### src/shared/gpb_pkg.sv
// Purpose: Constants, register map and carrier types of the port B GPIO block.
// Assumes: APB slave, 32-bit data, one register per aligned word.
// Notes: Register offsets are chosen here; rules of the port follow.
package gpb_pkg;

   // Bus and port geometry
   localparam int ADDR_W = 12;
   localparam int DATA_W = 32;
   localparam int PORT_W = 8;

   // Register byte offsets
   localparam logic [ADDR_W-1:0] OFS_OUTPUT_LATCH = 12'h000;
   localparam logic [ADDR_W-1:0] OFS_DIRECTION_BITS = 12'h004;
   localparam logic [ADDR_W-1:0] OFS_PIN_STATE = 12'h008;
   localparam logic [ADDR_W-1:0] OFS_PULLUP_CONTROL = 12'h00C;
   localparam logic [ADDR_W-1:0] OFS_OPEN_DRAIN_CONTROL = 12'h010;

   // Reset values
   localparam logic [PORT_W-1:0] RST_OUTPUT_LATCH = 8'h00;
   localparam logic [PORT_W-1:0] RST_DIRECTION_BITS = 8'h00;
   localparam logic [PORT_W-1:0] RST_PULLUP_CONTROL = 8'h00;
   localparam logic [PORT_W-1:0] RST_OPEN_DRAIN_CONTROL = 8'h00;
   localparam logic [PORT_W-1:0] RST_PAD_OE_N = 8'hFF;
   localparam logic [DATA_W-1:0] RDATA_ZERO = 32'h0000_0000;

   // Pin groups: which timer channel shares each pin
   localparam int CH5_LOW_BIT = 6;
   localparam int CH4_LOW_BIT = 4;
   localparam int MC_COUNTER_BIT = 0;
   localparam logic [1:0] TMR_CH3 = 2'h0;
   localparam logic [1:0] TMR_CH4 = 2'h1;
   localparam logic [1:0] TMR_CH5 = 2'h2;

   // APB request from the master
   typedef struct packed {
      logic psel;
      logic penable;
      logic pwrite;
      logic [ADDR_W-1:0] paddr;
      logic [DATA_W-1:0] pwdata;
      logic [3:0] pstrb;
   } gpb_apb_req_s;

   // APB answer from this slave
   typedef struct packed {
      logic pready;
      logic [DATA_W-1:0] prdata;
      logic pslverr;
   } gpb_apb_rsp_s;

   // Selections coming from the timer and motor-control units
   typedef struct packed {
      logic [PORT_W-1:0] mc_enable;
      logic [PORT_W-1:0] mc_output;
      logic [PORT_W-1:0] tmr_out_en;
      logic [PORT_W-1:0] tmr_out_val;
   } gpb_sel_s;

   // Per-pin pad cell controls
   typedef struct packed {
      logic [PORT_W-1:0] drive;
      logic [PORT_W-1:0] oe_n;
      logic [PORT_W-1:0] open_drain;
      logic [PORT_W-1:0] pullup_en;
   } gpb_pad_s;

endpackage

### src/gpb_sync.sv
// Purpose: Two-flop synchroniser for the asynchronous pin levels.
// Assumes: Stage one is read only by stage two.
// Notes: Frozen while CE is low.
`timescale 1ns/10ps
module gpb_sync #(
   parameter int W = 8
) (
   input wire logic CLK,
   input wire logic SYS_RST,
   input wire logic CE,
   input wire logic [W-1:0] ASYNC_IN,
   output logic [W-1:0] SYNC_OUT
);

   typedef struct packed {
      logic [W-1:0] meta;
      logic [W-1:0] stable;
   } gpb_sync_state_s;

   gpb_sync_state_s st;
   gpb_sync_state_s next_st;

   // Shift the level through both stages
   always_comb begin
      next_st = st;
      if (CE) begin
         next_st.meta = ASYNC_IN;
         next_st.stable = st.meta;
      end
   end

   // Register the synchroniser state
   always_ff @(posedge CLK) begin
      if (SYS_RST) begin
         st <= '0;
      end else begin
         st <= next_st;
      end
   end

   assign SYNC_OUT = st.stable;

endmodule // gpb_sync

### src/gpb_pin_mux.sv
// Purpose: Per-pin function select between GPIO, timer and motor control.
// Assumes: Pure combinational; the caller registers the results.
// Notes: Bit 0 with motor control enabled is an input only.
`timescale 1ns/10ps
module gpb_pin_mux
   import gpb_pkg::*;
(
   input gpb_pkg::gpb_sel_s SEL,
   input wire logic [gpb_pkg::PORT_W-1:0] DIRECTION,
   input wire logic [gpb_pkg::PORT_W-1:0] LATCH,
   input wire logic [gpb_pkg::PORT_W-1:0] PULLUP_CTL,
   input wire logic [gpb_pkg::PORT_W-1:0] OPEN_DRAIN_CTL,
   input wire logic [gpb_pkg::PORT_W-1:0] PIN_LEVEL,
   output gpb_pkg::gpb_pad_s PAD,
   output logic [gpb_pkg::PORT_W-1:0] CAPTURE,
   output logic MC_COUNT
);

   // Choose the function, value and pad mode of every pin
   always_comb begin
      logic drive_en;
      logic value;
      PAD = '0;
      CAPTURE = '0;
      drive_en = 1'b0;
      value = 1'b0;
      for (int i = 0; i < PORT_W; i++) begin
         drive_en = 1'b0;
         value = 1'b0;
         if (SEL.mc_enable[i]) begin
            drive_en = (i != MC_COUNTER_BIT);
            value = SEL.mc_output[i];
         end else if (SEL.tmr_out_en[i]) begin
            drive_en = 1'b1;
            value = SEL.tmr_out_val[i];
         end else begin
            drive_en = DIRECTION[i];
            value = LATCH[i];
            CAPTURE[i] = PIN_LEVEL[i];
         end
         PAD.open_drain[i] = drive_en & OPEN_DRAIN_CTL[i];
         // Open drain drives low only, push-pull drives both levels
         PAD.drive[i] = OPEN_DRAIN_CTL[i] ? 1'b0 : value;
         PAD.oe_n[i] = ~(drive_en & (~OPEN_DRAIN_CTL[i] | ~value));
         PAD.pullup_en[i] = ~drive_en & PULLUP_CTL[i];
      end
      MC_COUNT = SEL.mc_enable[MC_COUNTER_BIT] & PIN_LEVEL[MC_COUNTER_BIT];
   end

endmodule // gpb_pin_mux

### src/gpb_port.sv
// Purpose: Port B GPIO with APB registers and shared-pin multiplexer.
// Assumes: Pin levels asynchronous; timer and motor-control selects on CLK.
// Notes: Zero-wait APB; pad controls and read data come from flip-flops.
`timescale 1ns/10ps
module gpb_port
   import gpb_pkg::*;
#(
   parameter int PORT_BITS = gpb_pkg::PORT_W
) (
   input wire logic CLK,
   input wire logic SYS_RST,
   input wire logic CE,
   input gpb_pkg::gpb_apb_req_s APB_REQ,
   output gpb_pkg::gpb_apb_rsp_s APB_RSP,
   input gpb_pkg::gpb_sel_s PIN_SEL,
   input wire logic [gpb_pkg::PORT_W-1:0] PIN_IN,
   output gpb_pkg::gpb_pad_s PAD,
   output logic [gpb_pkg::PORT_W-1:0] TMR_CAPTURE_IN,
   output logic MC_COUNTER_IN
);

   import gpb_pkg::*;

   // Pin grouping is fixed to eight pins
   if (PORT_BITS != PORT_W) begin : g_width_check
      $error("gpb_port supports only an 8-pin port");
   end

   // Whole state of the port
   typedef struct packed {
      logic [PORT_W-1:0] output_latch;
      logic [PORT_W-1:0] direction_bits;
      logic [PORT_W-1:0] pullup_control;
      logic [PORT_W-1:0] open_drain_control;
      logic [DATA_W-1:0] prdata;
      logic pslverr;
      gpb_pad_s pad;
      logic [PORT_W-1:0] capture;
      logic mc_count;
   } gpb_state_s;

   // Register selected by an address
   typedef enum logic [2:0] {
      REG_NONE = 3'h0,
      REG_LATCH = 3'h1,
      REG_DIRECTION = 3'h3,
      REG_PIN_STATE = 3'h2,
      REG_PULLUP = 3'h6,
      REG_OPEN_DRAIN = 3'h7
   } gpb_reg_e;

   gpb_state_s st;
   gpb_state_s next_st;
   logic [PORT_W-1:0] pin_level;
   logic [PORT_W-1:0] pin_state_value;
   gpb_pad_s mux_pad;
   logic [PORT_W-1:0] mux_capture;
   logic mux_mc_count;
   logic setup_phase;
   logic access_phase;
   gpb_reg_e rd_reg;
   gpb_reg_e wr_reg;

   // Decode an APB address into a register, shared by read and write paths
   function automatic gpb_reg_e decode_addr(input logic [ADDR_W-1:0] addr);
      gpb_reg_e r;
      r = REG_NONE;
      if (addr == OFS_OUTPUT_LATCH) begin
         r = REG_LATCH;
      end else if (addr == OFS_DIRECTION_BITS) begin
         r = REG_DIRECTION;
      end else if (addr == OFS_PIN_STATE) begin
         r = REG_PIN_STATE;
      end else if (addr == OFS_PULLUP_CONTROL) begin
         r = REG_PULLUP;
      end else if (addr == OFS_OPEN_DRAIN_CONTROL) begin
         r = REG_OPEN_DRAIN;
      end
      return r;
   endfunction

   // Place an 8-bit register in the low byte of a bus word
   function automatic logic [DATA_W-1:0] to_word(input logic [PORT_W-1:0] v);
      return {{(DATA_W - PORT_W){1'b0}}, v};
   endfunction

   // Bring the pin levels into the clock domain
   gpb_sync #(
      .W(PORT_W)
   ) u_sync (
      .CLK(CLK),
      .SYS_RST(SYS_RST),
      .CE(CE),
      .ASYNC_IN(PIN_IN),
      .SYNC_OUT(pin_level)
   );

   // Function select for every pin
   gpb_pin_mux u_mux (
      .SEL(PIN_SEL),
      .DIRECTION(st.direction_bits),
      .LATCH(st.output_latch),
      .PULLUP_CTL(st.pullup_control),
      .OPEN_DRAIN_CTL(st.open_drain_control),
      .PIN_LEVEL(pin_level),
      .PAD(mux_pad),
      .CAPTURE(mux_capture),
      .MC_COUNT(mux_mc_count)
   );

   // Output bits show the latch, input bits the pin
   assign pin_state_value = (st.direction_bits & st.output_latch)
      | (~st.direction_bits & pin_level);

   // Bus phases
   assign setup_phase = APB_REQ.psel & ~APB_REQ.penable;
   assign access_phase = APB_REQ.psel & APB_REQ.penable;
   assign rd_reg = decode_addr(APB_REQ.paddr);
   assign wr_reg = rd_reg;

   // Next state: register writes, read data and pad controls
   always_comb begin
      next_st = st;
      if (CE) begin
         // Read data and error flag are prepared in the setup cycle
         if (setup_phase) begin
            next_st.pslverr = (rd_reg == REG_NONE);
            if (APB_REQ.pwrite) begin
               next_st.prdata = RDATA_ZERO;
            end else begin
               case (rd_reg)
                  REG_LATCH: begin
                     next_st.prdata = to_word(st.output_latch);
                  end
                  REG_DIRECTION: begin
                     next_st.prdata = RDATA_ZERO;
                  end
                  REG_PIN_STATE: begin
                     next_st.prdata = to_word(pin_state_value);
                  end
                  REG_PULLUP: begin
                     next_st.prdata = to_word(st.pullup_control);
                  end
                  REG_OPEN_DRAIN: begin
                     next_st.prdata = to_word(st.open_drain_control);
                  end
                  default: begin
                     next_st.prdata = RDATA_ZERO;
                  end
               endcase
            end
         end
         // Writes take effect at the completing access edge
         if (access_phase && APB_REQ.pwrite && APB_REQ.pstrb[0]) begin
            case (wr_reg)
               REG_LATCH: begin
                  next_st.output_latch = APB_REQ.pwdata[PORT_W-1:0];
               end
               REG_DIRECTION: begin
                  next_st.direction_bits = APB_REQ.pwdata[PORT_W-1:0];
               end
               REG_PULLUP: begin
                  next_st.pullup_control = APB_REQ.pwdata[PORT_W-1:0];
               end
               REG_OPEN_DRAIN: begin
                  next_st.open_drain_control = APB_REQ.pwdata[PORT_W-1:0];
               end
               default: begin
                  next_st.output_latch = st.output_latch;
               end
            endcase
         end
         // Pad controls follow the mux selection every cycle that CE is high
         next_st.pad = mux_pad;
         next_st.capture = mux_capture;
         next_st.mc_count = mux_mc_count;
      end
   end

   // Register the whole state
   always_ff @(posedge CLK) begin
      if (SYS_RST) begin
         st.output_latch <= RST_OUTPUT_LATCH;
         st.direction_bits <= RST_DIRECTION_BITS;
         st.pullup_control <= RST_PULLUP_CONTROL;
         st.open_drain_control <= RST_OPEN_DRAIN_CONTROL;
         st.prdata <= RDATA_ZERO;
         st.pslverr <= 1'b0;
         st.pad.drive <= '0;
         st.pad.oe_n <= RST_PAD_OE_N;
         st.pad.open_drain <= '0;
         st.pad.pullup_en <= '0;
         st.capture <= '0;
         st.mc_count <= 1'b0;
      end else begin
         st <= next_st;
      end
   end

   // Zero-wait answer; ready is held low only while frozen
   always_comb begin
      APB_RSP.pready = CE;
      APB_RSP.prdata = st.prdata;
      APB_RSP.pslverr = st.pslverr & access_phase;
   end

   // Registered outputs toward pads and the timer units
   assign PAD = st.pad;
   assign TMR_CAPTURE_IN = st.capture;
   assign MC_COUNTER_IN = st.mc_count;

endmodule // gpb_port

### config.mk
export PLATFORM = sky130hd
export DESIGN_NAME = gpb_port
export DESIGN_NICKNAME = d
export VERILOG_FILES = /design/src/shared/gpb_pkg.sv /design/src/gpb_sync.sv /design/src/gpb_pin_mux.sv /design/src/gpb_port.sv
export SDC_FILE = /design/constraint.sdc
export NUM_CORES = 1
export LEC_CHECK = 0
export ABC_AREA = 1
export BUFFER_PORTS_ARGS = -buffer_cell sky130_fd_sc_hd__buf_2
export CAP_MARGIN = 25
export CORE_ASPECT_RATIO = 0.8
export CORE_MARGIN = 8
export CORE_UTILIZATION = 50
export CTS_CLUSTER_DIAMETER = 100
export DETAILED_ROUTE_END_ITERATION = 16
export GPL_ROUTABILITY_DRIVEN = 0
export PLACE_DENSITY_LB_ADDON = 0.12
export SETUP_SLACK_MARGIN = 0.4
export SYNTH_ARGS = -nofsm -noshare
export SYNTH_HDL_FRONTEND = slang
export SYNTH_SLANG_ARGS = --single-unit
### constraint.sdc
create_clock -name CLK -period 2.8 [get_ports CLK]
set_input_delay 0.28 -clock CLK [delete_from_list [all_inputs] [get_ports CLK]]
set_output_delay 0.28 -clock CLK [all_outputs]
set_load 0.005 [all_outputs]
==> results.json, run 1 <==
{
  "synth_fa_ha_area_frac": 0,
  "nets": 815,
  "synth_compound_area_frac": 0.201,
  "clkSinkCount": 98,
  "nFillCells": 936,
  "use_met2": 0.288,
  "synth-simple-area-share": 0.210,
  "slew_violations": 0,
  "fin_total_pwr_mw": 3.04,
  "max-slew-margin-rel": 0.497,
  "drt_wl_total_um": 13100,
  "core_area_mm2": 0.00961,
  "hold_class": "input pin to flop",
  "reg2reg_slack_ns": 1.40,
  "yosysWarnings": 0,
  "root_buffer": "clkbuf_16",
  "drv_cap": 0,
  "crit_chain": "buf_2, nand3_1, nor2_4, nand3_1, o21ai_0, a21oi_1",
  "seq_area_frac_synth": 0.400,
  "dieArea_mm2": 0.0133,
  "p_leak_nw": 2.25,
  "postCtsSetupBuffers": 0,
  "cpMostUsedCell": "nand3_1",
  "postSynthAreaPerCell_um2": 7.36,
  "multi_input_area_mm2": 0.00211,
  "cp.required_ns": 3.01,
  "ir_drop_v": 0.000319,
  "yosys-top-cells-area": "dfxtp_1 40%, buf_4 11%, a21oi_1 9.1%",
  "synthMuxAreaShare": 0,
  "synth-xor-area-share": 0,
  "syn_area_mm2": 0.00491,
  "die_x_um": 127,
  "cts_resized": 0,
  "grt-busiest-layer": "met2",
  "synth_top_cell_area_share": 0.400,
  "worstSetupPathType": "input pin to flop",
  "ff_latch_area_mm2": 0.00196,
  "num_antenna_cells": 0,
  "syn_inst": 667,
  "start_util": 0.511,
  "grt_pass1_vias": 4241,
  "htree_levels": 3,
  "setup_viol": 0,
  "ys_seq_elements": 98,
  "final_hold_viol_count": 0,
  "viasPerCell": 5.23,
  "firstDrtPassIters": 5,
  "final_antenna_net_count": 0,
  "rows": 32,
  "status": "finished clean",
  "tightest_slew_ns": 0.754,
  "synth_top_family_by_area": "simple AND/OR/NAND/NOR gates",
  "p_per_area_mw_per_mm2": 563,
  "slowest_delay_ns": 0.44,
  "synth_edf_count": 0,
  "grt_max_degree": 59,
  "fmax_mhz": 591,
  "use_met1": 0.270,
  "grt_setup_unrepaired": "false",
  "via_count": 4417,
  "io_pins": 169,
  "synthFlopType": "dfxtp_1",
  "setup_tns_ns": 0,
  "layout-drive-gt1-share": 0.223,
  "drt_iter0_drc": 472,
  "critical_path.top_delay_family": "simple AND/OR/NAND/NOR gates",
  "grt_remaining_overflow": 0,
  "holdBufCountCts": 0,
  "cp_slowest_cell": "nand3_1",
  "ys_types": 29,
  "portBuffers": 117,
  "area_delta_synth_final_pct": 10.2,
  "antenna_found_initial": 0,
  "use_met3": 0.0549,
  "finClkSkew_ns": 0.00727,
  "finish.utilization": 0.563,
  "die_h_um": 105,
  "grt_use_total": 0.194,
  "cts_tree": "done",
  "cts_buffers": 9,
  "cp.arrival_ns": 1.90,
  "clk_path_buf_depth": 2,
  "yosysTopAreaCell": "dfxtp_1",
  "end_kind": "flop",
  "path_buf_inv": 1,
  "dp_hpwl_um": 9970,
  "synthArstFlopShare": 0,
  "drc_errors": 0,
  "clkTransAtPathRegs_ns": 0.07,
  "yosysMostFrequentCell": "dfxtp_1",
  "grt_first_pass_wirelength_um": 21300,
  "period_share": 0.605,
  "clock_latency_ns": 0.34,
  "min_period_ns": 1.69,
  "netlist_top_cells_count": "98 x dfxtp_1, 89 x a21oi_1, 75 x buf_4, 75 x nand2_1, 66 x o21ai_0",
  "critPathMaxFanout": 26,
  "cp-start-kind": "input pin",
  "wire_per_inst_um": 15.5
}
worst paths after layout:
kind,start,to,cells after the start
max,CE,st[87]$_SDFFE_PP0P_,6
min reg2reg,PAD[13]$_SDFFE_PP0P_,PAD[13]$_SDFFE_PP0P_,2
max reg2reg,st[101]$_SDFFE_PP0P_,PAD[19]$_SDFFE_PP1P_,6
min,PIN_IN[2],u_sync.st[10]$_SDFFE_PP0P_,3
worst reg2reg max path: stages (launching register included):
cell	delay, ns
dfxtp_1	0.34
inv_1	0.10
nor2_1	0.06
a21oi_1	0.12
nor2_1	0.05
a21oi_1	0.40
o221ai_1	0.18
per-layer routing:
metal  vias up  share of wire
met3        13          0.078
met2       176           0.43
met4         0          0.012
li1       2238              -
met1      1990           0.48
met5         -              0
kinds of logic (layout without fill, tap and decap cells):
kind of cell / count (synthesis) / in the layout
flip-flops: 98 / 98
other: 1 / 24
buffers and inverters: 163 / 199
AND/OR/NAND/NOR: 224 / 224
AO/OA/AOI/OAI: 181 / 181
final cells by class:
class	instances	share of cell area
Tap cell	119	0.0275
Sequential cell	98	0.363
Multi-Input combinational cell	429	0.390
Clock inverter	6	0.0146
Inverter	59	0.0410
Clock buffer	10	0.0442
Timing Repair Buffer	124	0.120
power by group:
group	leakage, nW	switching (mW)	total [mW]	internal (mW)
combinational	1.29	0.174	0.275	0.101
sequential	0.799	0.0205	1.45	1.43
clock	0.158	0.577	1.32	0.739
cell usage in the layout (no fill, tap or decap), types with 2 or more instances in the layout:
| cell type | instances |
|---|---|
| buf_2 | 117 |
| dfxtp_1 | 98 |
| a21oi_1 | 89 |
| nand2_1 | 75 |
| o21ai_0 | 66 |
| nor2_1 | 60 |
| inv_1 | 56 |
| nand3_1 | 53 |
| conb_1 | 24 |
| nor3_1 | 14 |
| nand4_1 | 9 |
| clkbuf_16 | 9 |
| a21oi_2 | 8 |
| o211ai_1 | 8 |
| o221ai_1 | 8 |
| nor2_4 | 6 |
| buf_4 | 6 |
| nand2_2 | 2 |
| inv_2 | 2 |
| o21ai_1 | 2 |
| inv_8 | 2 |
| inv_6 | 2 |
metrics by stage:
step,hold WS (ns),worst slack [ns],std cells,cell area [um2]
after CTS,0.161,1.15,845,5410
after global placement,0.450,0.850,829,5090
after floorplan,0.415,1.49,690,4990
final,0.168,1.11,845,5410
after detailed placement,0.455,0.791,829,5090
after global routing,0.174,0.955,845,5410
state kept, by name, summed over array words and instances, names as in the netlist:
register	count
TMR_CAPTURE_IN	8
u_sync.SYNC_OUT	8
u_sync.st	8
PAD	32
APB_RSP	8
st	33
MC_COUNTER_IN	1
Power figures use the tool's default switching activity.
==> inputs of run 2 (changes only) <==
--- a/config.mk
+++ b/config.mk
@@ -10,7 +10,7 @@
 export CAP_MARGIN = 25
 export CORE_ASPECT_RATIO = 0.8
 export CORE_MARGIN = 8
-export CORE_UTILIZATION = 50
+export CORE_UTILIZATION = 46
 export CTS_CLUSTER_DIAMETER = 100
 export DETAILED_ROUTE_END_ITERATION = 16
 export GPL_ROUTABILITY_DRIVEN = 0
==> constraint.sdc (replaced) <==
create_clock -name CLK -period 1.4 [get_ports CLK]
set_input_delay 0.14 -clock CLK [delete_from_list [all_inputs] [get_ports CLK]]
set_output_delay 0.14 -clock CLK [all_outputs]
set_load 0.005 [all_outputs]
==> run 2 against run 1 <==
Final area increased by 18%. Worst setup slack got worse by 0.85 ns. Combinational power increased to 2.6 times the previous value. Global-route usage increased by 0.26 points. Via count increased by 9.8%. Clock-buffer cell count decreased by 1. Clock power increased by 89%. Non-clock buffer count increased by 37. Die area increased by 7.5%. Critical path depth unchanged. Total power increased by 100%. Critical endpoint is now PAD[18]$_SDFFE_PP1P_.
==> results.json, run 2 (same netlist as run 1, synthesis figures left out) <==
{
  "status": "finished clean",
  "rows": 33,
  "slew_violations": 0,
  "final_antenna_net_count": 0,
  "clkSinkCount": 98,
  "final_cells": 904,
  "antenna_found_initial": 0,
  "grt_use_total": 0.196,
  "largest-register": "st",
  "dp_hpwl_um": 10300,
  "nets": 854,
  "path_buf_inv": 1,
  "num_antenna_cells": 0,
  "core_area_mm2": 0.0103,
  "min_period_ns": 1.14,
  "dieArea_mm2": 0.0143,
  "layout-drive-gt1-share": 0.412,
  "largest_reg_flops": 33,
  "die_h_um": 108,
  "die_x_um": 131,
  "setup_viol": 0,
  "drc_errors": 0,
  "setup_tns_ns": 0,
  "io_pins": 169,
  "clk_path_buf_depth": 2,
  "holdBufCountCts": 0,
  "final_common_cell": "buf_2",
  "cp.required_ns": 1.61,
  "grt_setup_unrepaired": "true",
  "end_kind": "flop",
  "period_share": 0.815,
  "area_delta_synth_final_pct": 30.4,
  "start_util": 0.476,
  "portBuffers": 117,
  "worstSetupPathType": "flop to flop",
  "cp-start-kind": "flop",
  "finalWorstSetupSlack_ns": 0.259,
  "grt_remaining_overflow": 0,
  "cts_buffers": 9,
  "dp_cells": 857,
  "wire_per_inst_um": 17.3,
  "cp.arrival_ns": 1.36,
  "clkTransAtPathRegs_ns": 0.07,
  "final_hold_viol_count": 0,
  "grt_first_pass_wirelength_um": 22800,
  "hold_ws_ns": 0.0156,
  "ir_drop_v": 0.000838,
  "final_cell_mix": "111 x buf_2, 71 x dfxtp_1, 71 x a21oi_1",
  "viasPerCell": 5.37,
  "drv_cap": 0,
  "firstDrtPassIters": 7,
  "root_buffer": "clkbuf_16",
  "fmax_mhz": 876,
  "reg2reg_slack_ns": 0.26,
  "drt_iter0_drc": 486,
  "drt_wl_total_um": 15600,
  "grt_max_degree": 67,
  "cp_slowest_cell": "dfxtp_2",
  "via_count": 4850,
  "hold_class": "input pin to flop",
  "cts_tree": "done",
  "p_per_area_mw_per_mm2": 955,
  "critical_path.top_delay_family": "compound AO/OA/AOI/OAI gates",
  "grt_pass1_vias": 4522,
  "p_leak_nw": 2.56,
  "clock_latency_ns": 0.35,
  "htree_levels": 3,
  "crit_chain": "inv_2, nor2_2, a21oi_1, nor2_1, a21oi_2, o221ai_1",
  "critPathMaxFanout": 2,
  "dp_slack_ns": -0.00826,
  "finClkSkew_ns": 0.00776,
  "slowest_delay_ns": 0.33
}
## run 2: cell types whose count changed in the layout (fill, tap and decap cells not counted), sizes merged
cell | previous run | this run
buf | 124 | 157
clkbuf | 10 | 13
inv | 62 | 60
clkinvlp | 0 | 2
nand3 | 55 | 57
## run 2: per-stage QoR
stage               area (um2)  power (mW)  utilization
CTS                       5740        6.03        0.556
floorplan                 5050        3.37            -
finish                    6400        6.11        0.620
detailed placement        5300        3.56        0.513
global route              6400        6.31        0.620
global placement          5300        3.54        0.513
## run 2: layout make-up
cell class | count | area, um2
clock buffer | 9 | 225
clock inverter | 6 | 65.1
fill | 899 | 3920
sequential | 98 | 2010
inverter | 59 | 230
tap | 140 | 175
multi-input combinational | 431 | 2550
timing repair buffer | 161 | 1140
## run 2: final timing paths
| check | start | end | cells past startpoint |
|---|---|---|---|
| max | st[100]$_SDFFE_PP0P_ | PAD[18]$_SDFFE_PP1P_ | 6 |
| min | PIN_IN[6] | u_sync.st[14]$_SDFFE_PP0P_ | 3 |
| max reg2reg | st[100]$_SDFFE_PP0P_ | PAD[18]$_SDFFE_PP1P_ | 6 |
| min reg2reg | u_sync.SYNC_OUT[2]$_SDFFE_PP0P_ | TMR_CAPTURE_IN[2]$_SDFFE_PP0P_ | 2 |
## run 2: report_power, final
part,total [mW],internal [mW],switching [mW]
Sequential,2.90,2.86,0.0425
Combinational,0.718,0.285,0.433
Clock,2.50,1.38,1.12
## run 2: worst register-to-register path: cells and delay by family, from the launching register on
family | cells | cell delay, ns
AOI/OAI and AO/OA | 3 | 0.51
buffers and inverters | 1 | 0.06
DFF | 1 | 0.33
and+or+nand+nor | 2 | 0.11
## run 2: timing repair
action	CTS	global route
setup buffers	4	22
pin swaps	24	63
cloned	1	5
setup endpoints to repair	41	72
resized for setup	58	123
## run 2: per-layer routing
layer | vias to the layer above | GRT usage | routed length [um]
li1 | 2329 | - | -
met1 | 2243 | 0.269 | 6960
met2 | 259 | 0.294 | 7110
met3 | 19 | 0.0570 | 1380
met4 | 0 | 0.0597 | 193
met5 | - | 0 | 0
